**src/design/rtc_pin_side_cfg.svh**
```systemverilog
// Constants for the real-time clock pin-side control block: offsets,
// field positions, reset values and the rate-select lookup table.
// Assumes it is included by bare name from design files only.
`ifndef RTC_PIN_SIDE_CFG_SVH
`define RTC_PIN_SIDE_CFG_SVH

// ----------------------------------------------------------------
// register map
// ----------------------------------------------------------------
`define EXT_CTRL_ADDR      8'h4B
`define EXT_CTRL_RESET     8'h00
`define RAM_BASE_ADDR      8'h0E
`define RAM_LAST_ADDR      8'h7F
`define RAM_BANK1_LAST     8'h3F
`define RAM_BYTES          114
`define RAM_CLEAR_VALUE    8'hFF
`define UNMAPPED_READ      8'h00

// ----------------------------------------------------------------
// extended control fields (bit positions)
// ----------------------------------------------------------------
`define AUX_SUPPLY_EN_BIT  7
`define EN_32KHZ_BIT       5
`define KS_IRQ_EN_BIT      4
`define KS_FLAG_BIT        0
`define EXT_CTRL_WR_MASK   8'hB0

// ----------------------------------------------------------------
// square-wave divider
// ----------------------------------------------------------------
`define DIV_STAGES         15
// one nibble per rate code, code 0 in the low nibble; F means no output
`define RATE_TAP_TABLE     64'hDCBA_9876_5432_1FFF
`define TAP_NONE           4'hF

`endif

```
**src/design/rtc_pin_side_pkg.sv**
```systemverilog
// Types shared by the pin-side control block.
// Assumes nothing of its surroundings.
package rtc_pin_side_pkg;

  // gray-coded along down -> rise -> up
  typedef enum logic [1:0] {
    PWR_DOWN = 2'b00,
    PWR_RISE = 2'b01,
    PWR_UP   = 2'b11
  } power_state_t;

  typedef logic [7:0] byte_t;

endpackage

```
**src/design/rtc_pin_side_control.sv**
```systemverilog
// Pin-side control of a battery-backed real-time clock: read buffer
// enable, open-drain interrupt and power-on pins, kickstart input,
// general-purpose RAM with clear input, square-wave output, and access
// inhibit below the power-fail trip point.
// Assumes the address phase is demultiplexed outside and i_addr holds
// the latched address; all pins are synchronous to i_clock.
//
// Behaviour
// - drive data only while read strobe low
// - kickstart fall without main power powers on
// - kickstart is interrupt while main power on
// - irq low while enabled flag set
// - irq undriven when nothing pending
// - ram clear sets general RAM to ones
// - ram clear works on any supply
// - power rise sets divider bit, 32k enable
// - wave runs on main power when either enable set
// - 32k enable overrides rate select
// - frequency from thirteen of fifteen divider taps
// - unpowered 32k needs enable, aux enable, aux
// - disabled and unpowered wave is high impedance
// - bus ignored below power-fail trip point
// - 32k and aux enables live at 4Bh
// - power-on pin by kickstart or wake-up
`timescale 1ns/1ps
`include "rtc_pin_side_cfg.svh"
module rtc_pin_side_control
  import rtc_pin_side_pkg::*;
(
  input  wire logic       i_clock,
  input  wire logic       i_rst_n,
  input  wire logic       i_power_fail_trip,
  input  wire logic       i_aux_supply,
  input  wire logic       i_cs_n,
  input  wire logic       i_rd_n,
  input  wire logic       i_wr_n,
  input  wire logic       i_bank1,
  input  wire logic [7:0] i_addr,
  input  wire logic [7:0] i_data,
  output logic      [7:0] o_data,
  output logic            o_data_oe_n,
  input  wire logic       i_kickstart_n,
  input  wire logic       i_wakeup_irq,
  input  wire logic       i_power_off_req,
  output logic            o_power_on_out_n,
  output logic            o_power_on_oe_n,
  input  wire logic [5:0] i_irq_flags,
  input  wire logic [5:0] i_irq_enables,
  output logic            o_irq_out_n,
  output logic            o_irq_oe_n,
  input  wire logic       i_ram_clear_n,
  input  wire logic       i_osc_tick,
  input  wire logic       i_square_wave_enable,
  input  wire logic [3:0] i_rate_select,
  output logic            o_divider_ctrl_bit1_set,
  output logic            o_square_wave_out,
  output logic            o_square_wave_oe_n
);

  // ----------------------------------------------------------------
  // address decode
  // ----------------------------------------------------------------
  function automatic logic ram_hit(input logic [7:0] addr, input logic bank1);
    logic [7:0] last;
    last    = bank1 ? `RAM_BANK1_LAST : `RAM_LAST_ADDR;
    ram_hit = (addr >= `RAM_BASE_ADDR) && (addr <= last);
  endfunction

  function automatic logic ext_hit(input logic [7:0] addr, input logic bank1);
    ext_hit = bank1 && (addr == `EXT_CTRL_ADDR);
  endfunction

  // ----------------------------------------------------------------
  // power state
  // ----------------------------------------------------------------
  power_state_t pwr_q;
  power_state_t pwr_d;
  logic         accessible;
  logic         power_rise;

  always_comb begin
    pwr_d = pwr_q;
    case (pwr_q)
      PWR_DOWN: begin
        if (i_power_fail_trip) begin
          pwr_d = PWR_RISE;
        end
      end
      PWR_RISE: begin
        pwr_d = i_power_fail_trip ? PWR_UP : PWR_DOWN;
      end
      PWR_UP: begin
        if (!i_power_fail_trip) begin
          pwr_d = PWR_DOWN;
        end
      end
      default: begin
        pwr_d = PWR_DOWN;
      end
    endcase
  end

  always_ff @(posedge i_clock or negedge i_rst_n) begin
    if (!i_rst_n) begin
      pwr_q <= PWR_DOWN;
    end else begin
      pwr_q <= pwr_d;
    end
  end

  assign accessible = (pwr_q == PWR_UP) && i_power_fail_trip;
  assign power_rise = (pwr_q == PWR_RISE);

  // ----------------------------------------------------------------
  // bus strobes
  // ----------------------------------------------------------------
  logic       wr_n_q;
  logic       wr_n_d;
  logic [7:0] wdata_q;
  logic [7:0] wdata_d;
  logic       ks_n_q;
  logic       ks_n_d;
  logic       wr_take;
  logic       ks_fall;

  always_comb begin
    wr_n_d  = i_wr_n;
    ks_n_d  = i_kickstart_n;
    wdata_d = wdata_q;
    // capture data while the strobe is low; the rising edge commits it
    if (!i_wr_n) begin
      wdata_d = i_data;
    end
  end

  always_ff @(posedge i_clock or negedge i_rst_n) begin
    if (!i_rst_n) begin
      wr_n_q  <= 1'b1;
      ks_n_q  <= 1'b1;
      wdata_q <= 8'h00;
    end else begin
      wr_n_q  <= wr_n_d;
      ks_n_q  <= ks_n_d;
      wdata_q <= wdata_d;
    end
  end

  assign wr_take = !wr_n_q && i_wr_n && !i_cs_n && accessible;
  assign ks_fall = ks_n_q && !i_kickstart_n;

  // ----------------------------------------------------------------
  // extended control register
  // ----------------------------------------------------------------
  byte_t ext_q;
  byte_t ext_d;

  always_comb begin
    ext_d = ext_q;
    if (wr_take && ext_hit(i_addr, i_bank1)) begin
      ext_d = (ext_q & ~`EXT_CTRL_WR_MASK) | (wdata_q & `EXT_CTRL_WR_MASK);
      // the flag clears by writing zero; a one leaves it alone
      if (!wdata_q[`KS_FLAG_BIT]) begin
        ext_d[`KS_FLAG_BIT] = 1'b0;
      end
    end
    if (power_rise) begin
      ext_d[`EN_32KHZ_BIT] = 1'b1;
    end
    // kickstart as interrupt; set wins over clear
    if (ks_fall && i_power_fail_trip) begin
      ext_d[`KS_FLAG_BIT] = 1'b1;
    end
  end

  always_ff @(posedge i_clock or negedge i_rst_n) begin
    if (!i_rst_n) begin
      ext_q <= `EXT_CTRL_RESET;
    end else begin
      ext_q <= ext_d;
    end
  end

  // ----------------------------------------------------------------
  // general-purpose RAM
  // ----------------------------------------------------------------
  byte_t      ram_q [`RAM_BYTES];
  byte_t      ram_d [`RAM_BYTES];
  logic [6:0] ram_idx;
  logic       ram_wr;

  assign ram_idx = 7'(i_addr - `RAM_BASE_ADDR);
  assign ram_wr  = wr_take && ram_hit(i_addr, i_bank1);

  genvar g;
  generate
    for (g = 0; g < `RAM_BYTES; g = g + 1) begin : gen_ram
      always_comb begin
        ram_d[g] = ram_q[g];
        if (!i_ram_clear_n) begin
          ram_d[g] = `RAM_CLEAR_VALUE;
        end else if (ram_wr && (ram_idx == 7'(g))) begin
          ram_d[g] = wdata_q;
        end
      end

      always_ff @(posedge i_clock or negedge i_rst_n) begin
        if (!i_rst_n) begin
          ram_q[g] <= `RAM_CLEAR_VALUE;
        end else begin
          ram_q[g] <= ram_d[g];
        end
      end
    end
  endgenerate

  // ----------------------------------------------------------------
  // read path
  // ----------------------------------------------------------------
  byte_t rdata_q;
  byte_t rdata_d;

  always_comb begin
    rdata_d = `UNMAPPED_READ;
    if (ext_hit(i_addr, i_bank1)) begin
      rdata_d = ext_q;
    end else if (ram_hit(i_addr, i_bank1)) begin
      rdata_d = ram_q[ram_idx];
    end
  end

  always_ff @(posedge i_clock or negedge i_rst_n) begin
    if (!i_rst_n) begin
      rdata_q <= 8'h00;
    end else begin
      rdata_q <= rdata_d;
    end
  end

  assign o_data = rdata_q;
  assign o_data_oe_n = !(!i_rd_n && !i_cs_n && accessible);

  // ----------------------------------------------------------------
  // interrupt and power-on pins
  // ----------------------------------------------------------------
  logic irq_oe_n_q;
  logic irq_oe_n_d;
  logic pwr_on_q;
  logic pwr_on_d;
  logic pending;

  always_comb begin
    pending = |(i_irq_flags & i_irq_enables)
            | (ext_q[`KS_FLAG_BIT] & ext_q[`KS_IRQ_EN_BIT]);
    irq_oe_n_d = !pending;
    pwr_on_d   = pwr_on_q;
    if (i_power_off_req) begin
      pwr_on_d = 1'b0;
    end
    if (!i_power_fail_trip && (ks_fall || i_wakeup_irq)) begin
      pwr_on_d = 1'b1;
    end
  end

  always_ff @(posedge i_clock or negedge i_rst_n) begin
    if (!i_rst_n) begin
      irq_oe_n_q <= 1'b1;
      pwr_on_q   <= 1'b0;
    end else begin
      irq_oe_n_q <= irq_oe_n_d;
      pwr_on_q   <= pwr_on_d;
    end
  end

  assign o_irq_out_n      = 1'b0;
  assign o_irq_oe_n       = irq_oe_n_q;
  assign o_power_on_out_n = 1'b0;
  assign o_power_on_oe_n  = !pwr_on_q;

  // ----------------------------------------------------------------
  // square-wave output
  // ----------------------------------------------------------------
  logic dv1_q;
  logic wave_enable;

  always_ff @(posedge i_clock or negedge i_rst_n) begin
    if (!i_rst_n) begin
      dv1_q <= 1'b0;
    end else begin
      dv1_q <= power_rise;
    end
  end

  assign o_divider_ctrl_bit1_set = dv1_q;

  always_comb begin
    if (i_power_fail_trip) begin
      wave_enable = i_square_wave_enable || ext_q[`EN_32KHZ_BIT];
    end else begin
      // unpowered needs aux enable and aux
      wave_enable = ext_q[`EN_32KHZ_BIT] && ext_q[`AUX_SUPPLY_EN_BIT] && i_aux_supply;
    end
  end

  rtc_square_wave_gen u_wave (
    .i_clock        (i_clock),
    .i_rst_n        (i_rst_n),
    .i_osc_tick     (i_osc_tick),
    .i_rate_select  (i_rate_select),
    .i_sel_32k      (ext_q[`EN_32KHZ_BIT]),
    .i_enable       (wave_enable),
    .i_hiz_when_off (!i_power_fail_trip),
    .o_wave         (o_square_wave_out),
    .o_wave_oe_n    (o_square_wave_oe_n)
  );

endmodule

```
**src/design/rtc_square_wave_gen.sv**
```systemverilog
// Square-wave generator: fifteen-stage divider on the oscillator tick,
// tap selection by rate code, registered output and output enable.
// Assumes i_osc_tick pulses once per oscillator half period.
`timescale 1ns/1ps
`include "rtc_pin_side_cfg.svh"
module rtc_square_wave_gen
  import rtc_pin_side_pkg::*;
(
  input  wire logic       i_clock,
  input  wire logic       i_rst_n,
  input  wire logic       i_osc_tick,
  input  wire logic [3:0] i_rate_select,
  input  wire logic       i_sel_32k,
  input  wire logic       i_enable,
  input  wire logic       i_hiz_when_off,
  output logic            o_wave,
  output logic            o_wave_oe_n
);

  logic [`DIV_STAGES-1:0] div_q;
  logic [`DIV_STAGES-1:0] div_d;
  logic                   wave_q;
  logic                   wave_d;
  logic                   oe_n_q;
  logic                   oe_n_d;
  logic [3:0]             tap;
  logic [`DIV_STAGES:0]   div_ext;

  function automatic logic [3:0] tap_for_code(input logic [3:0] code);
    logic [63:0] table_v;
    table_v = `RATE_TAP_TABLE;
    tap_for_code = table_v[{code, 2'b00} +: 4];
  endfunction

  always_comb begin
    div_d   = div_q;
    tap     = tap_for_code(i_rate_select);
    div_ext = {1'b0, div_q};
    if (i_osc_tick) begin
      div_d = div_q + `DIV_STAGES'(1);
    end
    if (!i_enable) begin
      wave_d = 1'b0;
    end else if (i_sel_32k) begin
      wave_d = div_q[0];
    end else if (tap == `TAP_NONE) begin
      wave_d = 1'b0;
    end else begin
      wave_d = div_ext[tap];
    end
    oe_n_d = !i_enable && i_hiz_when_off;
  end

  always_ff @(posedge i_clock or negedge i_rst_n) begin
    if (!i_rst_n) begin
      div_q  <= '0;
      wave_q <= 1'b0;
      oe_n_q <= 1'b1;
    end else begin
      div_q  <= div_d;
      wave_q <= wave_d;
      oe_n_q <= oe_n_d;
    end
  end

  assign o_wave      = wave_q;
  assign o_wave_oe_n = oe_n_q;

endmodule

```
**config.mk**
```make
export PLATFORM = sky130hd
export DESIGN_NAME = rtc_pin_side_control
export DESIGN_NICKNAME = d
export VERILOG_FILES = /design/src/design/rtc_pin_side_pkg.sv /design/src/design/rtc_pin_side_control.sv /design/src/design/rtc_square_wave_gen.sv
export VERILOG_INCLUDE_DIRS = /design/src /design/src/design
export SDC_FILE = /design/constraint.sdc
export NUM_CORES = 2
export LEC_CHECK = 0
export BUFFER_PORTS_ARGS = -buffer_cell sky130_fd_sc_hd__buf_2
export CORE_UTILIZATION = 50
export DETAILED_ROUTE_END_ITERATION = 16
export GPL_TIMING_DRIVEN = 0
export MAX_ROUTING_LAYER = met4
export PLACE_DENSITY = 0.7
export SYNTH_ARGS = -nofsm -noshare
export SYNTH_HDL_FRONTEND = slang
export SYNTH_HIERARCHICAL = 1
export SYNTH_SLANG_ARGS = --single-unit
```
**constraint.sdc**
```tcl
create_clock -name i_clock -period 6.12 [get_ports i_clock]
set_input_delay 1.224 -clock i_clock [delete_from_list [all_inputs] [get_ports i_clock]]
set_output_delay 1.224 -clock i_clock [all_outputs]
set_load 0.05 [all_outputs]
```
==> flow_summary.json <==
{
  "clock_sinks": 956,
  "synth_edf_count": 0,
  "grt_pass1_wl_mm": 261,
  "ant_nets": 0,
  "grt_max_degree": 129,
  "crit_chain": "buf_2 -> buf_4 -> buf_4 -> buf_4 -> buf_2 -> buf_1 -> mux4_2 -> nand2_1 -> nand2_1 -> a221oi_1 -> o211ai_1 -> a32o_1",
  "hold_viol_final": 0,
  "critPathRequiredTime_ps": 6690,
  "fin_util_pct": 56.5,
  "fin_crit_sh_pct": 92.9,
  "crit_slowest_cell": "buf_1",
  "drc_errors": 0,
  "worstSetupStartpointType": "primary input",
  "synth_cell_types": 84,
  "yosysTopAreaCell": "dfstp_2",
  "synth_top_flop_cell": "dfstp_2",
  "yosys_warnings": 6,
  "cts_tree": "yes",
  "critPathMaxFanout": 10,
  "io_buffers": 56,
  "cpMostUsedCell": "buf_4",
  "ioPinCount": 62,
  "critPathBufInv": 6,
  "hold_ws_ps": 483,
  "fill_cells": 8191,
  "layout_commonest_cell": "nand2_1",
  "drive_gt1_share_pct": 38.1,
  "core_area_sq_um": 98400,
  "tns_ps": 0,
  "final_cell_mix": "nand2_1, dfstp_2, mux2i_1",
  "tightestPinTransition_ps": 1590,
  "post_dp_cell_area_sq_um": 51800,
  "vias_per_cell": 6.47,
  "die_area_sq_um": 101000,
  "rsz0062_at_grt": "no",
  "overflow": 0,
  "synth_area_per_cell_sq_um": 12.2,
  "grtUsageTotal_pct": 38.0,
  "vdd_drop_max_uv": 246,
  "power_mw": 15.0,
  "worst_slack_ps": 434,
  "syn2layout_area_growth_pct": 11.9,
  "post-dp-hpwl_mm": 129,
  "path_clk_slew_ps": 60,
  "critPathArrivalTime_ps": 6250,
  "crit_family": "buffers and inverters",
  "start_util_pct": 50.5,
  "die_x_um": 317,
  "p_leak_nw": 19.2,
  "violations": "capacitance limit, slew limit",
  "routedWlPerCell_um": 32.7,
  "fin_nets": 4281,
  "synth_cells": 4057,
  "max_freq_mhz": 176,
  "cts-htree-levels": 3,
  "rows": 115,
  "grt_antenna_before_repair": 12,
  "num_vias": 36400,
  "synth-seq-cells": 956,
  "final_cells": 5615,
  "ys_top_cells_by_area": "dfstp_2, mux2i_1, mux4_2",
  "fin_area_sq_um": 55600,
  "synth_area_sq_um": 49700,
  "yosysSeqAreaShare_pct": 50.5,
  "critPathCaptureType": "flop",
  "cts_buffers": 105,
  "final-setup-viol-count": 0,
  "timing.rr.start": "pwr_q[1]$_DFFE_PN0P_",
  "root_buffer": "clkbuf_16",
  "finalClockSkew_ps": 32.4,
  "whs_path_depth": 2,
  "maxSlewViolCount": 54,
  "cts_hold_buf": 0,
  "hp-start": "ram_q[387]$_DFFE_PN1P_",
  "synthArstFlopShare_pct": 100,
  "min_path_type": "flop to flop",
  "cap_violations": 5,
  "yosysTopAreaCellShare_pct": 48.4,
  "postCtsSetupBuffers": 0,
  "drt_iter0_drc": 5142,
  "clk_latency_ps": 710,
  "firstDrtPassIters": 6,
  "crit_cells": 12,
  "powerDensity_nw_per_um2": 269,
  "clock_tree.buffer_depth": 3,
  "grt_pass1_vias": 35000,
  "reg2reg_depth": 8,
  "post-place-cells": 5410,
  "dieHeight_um": 317,
  "place_ws_ps": 116,
  "path_class": "primary input to flop",
  "max_slew_margin_pct": -6.02,
  "cts_resized": 0,
  "place.gp.congestion": 1.07,
  "finalWirelength_mm": 184,
  "status": "finished, violations left",
  "slowest_delay_ps": 1180,
  "startpoint": "i_addr[1]",
  "timing.final.crit_period_ps": 5690
}
## synth_stat cells (6+ instances only)
cell type / count
nor2_1: 28
nor3b_1: 11
o21ai_1: 6
buf_1: 103
a311oi_1: 9
a221oi_1: 9
xnor2_1: 15
nor2b_1: 13
buf_4: 28
o21ai_0: 52
mux2_2: 19
nand3_1: 115
mux2i_1: 869
inv_1: 12
nor3_1: 11
a22oi_1: 15
mux4_2: 235
nor4_4: 48
nor3_4: 52
buf_2: 56
nand2b_1: 9
nand2_1: 1080
dfstp_2: 916
nand4_1: 20
or2_1: 7
clkbuf_1: 159
o211ai_1: 6
dfrtp_1: 40
a21oi_1: 8
a32o_1: 7
## power breakdown
group	switching, mW	internal (mW)	total (mW)
clock	2.79	4.11	6.90
sequential	0.0371	6.40	6.43
combinational	1.29	0.339	1.62
## path summary, 6_finish.rpt
kind	end	slack [ps]
worst max-delay path	o_data[5]$_DFF_PN0_	430
worst max register to register	ram_q[244]$_DFFE_PN1P_	2500
max in group asynchronous	o_data[5]$_DFF_PN0_	3940
worst min-delay path	ram_q[387]$_DFFE_PN1P_	480
min in group asynchronous	ram_q[676]$_DFFE_PN1P_	970
worst min register to register	ram_q[387]$_DFFE_PN1P_	480
## sequential cells by signal, indices dropped and copies added (netlist names), 2 cells and up
register	cells
o_data	8
pwr_q	2
ext_q	4
ram_q	912
wdata_q	8
u_wave/div_q	15
## cell families (layout without fill, tap and decap cells)
group | Yosys count | in the layout | share of synthesized area (%)
buffers and inverters | 365 | 628 | 3.20
flip-flops | 956 | 956 | 50.5
adder cells (fa/ha/maj) | 5 | 5 | 0.126
XOR/XNOR | 23 | 23 | 0.473
AO/OA/AOI/OAI | 150 | 150 | 2.23
multiplexers | 1124 | 1124 | 28.6
other | 1 | 9 | 0.00755
AND/OR/NAND/NOR | 1433 | 1433 | 14.9
## cell type report
| class | count | area [sq um] | share of cell area (%) |
|---|---|---|---|
| inverter | 13 | 48.8 | 0.0878 |
| buffer | 352 | 1550 | 2.79 |
| timing repair buffer | 65 | 522 | 0.938 |
| sequential | 956 | 25100 | 45.1 |
| antenna | 7 | 17.5 | 0.0315 |
| clock buffer | 148 | 3080 | 5.54 |
| clock inverter | 50 | 669 | 1.20 |
| tap | 1287 | 1610 | 2.90 |
| multi-input combinational | 2737 | 23000 | 41.4 |
## worst reg2reg max path, cell delays in order, from the launching register on
cell	delay (ps)
dfrtp_1	390
nand4b_1	380
nor3b_1	340
buf_4	330
nand4_1	490
clkbuf_1	560
nor3_4	670
mux2i_1	270
nand2_1	70
## metal layers
metal / part of all wire [%] / up-vias / track usage [%]
met4: 6.3 / 0 / 20.5
li1: - / 14700 / -
met2: 43 / 2401 / 52.3
met1: 39 / 18800 / 50.2
met5: 0 / - / -
met3: 12 / 466 / 11.4
Power figures use the tool's default switching activity.
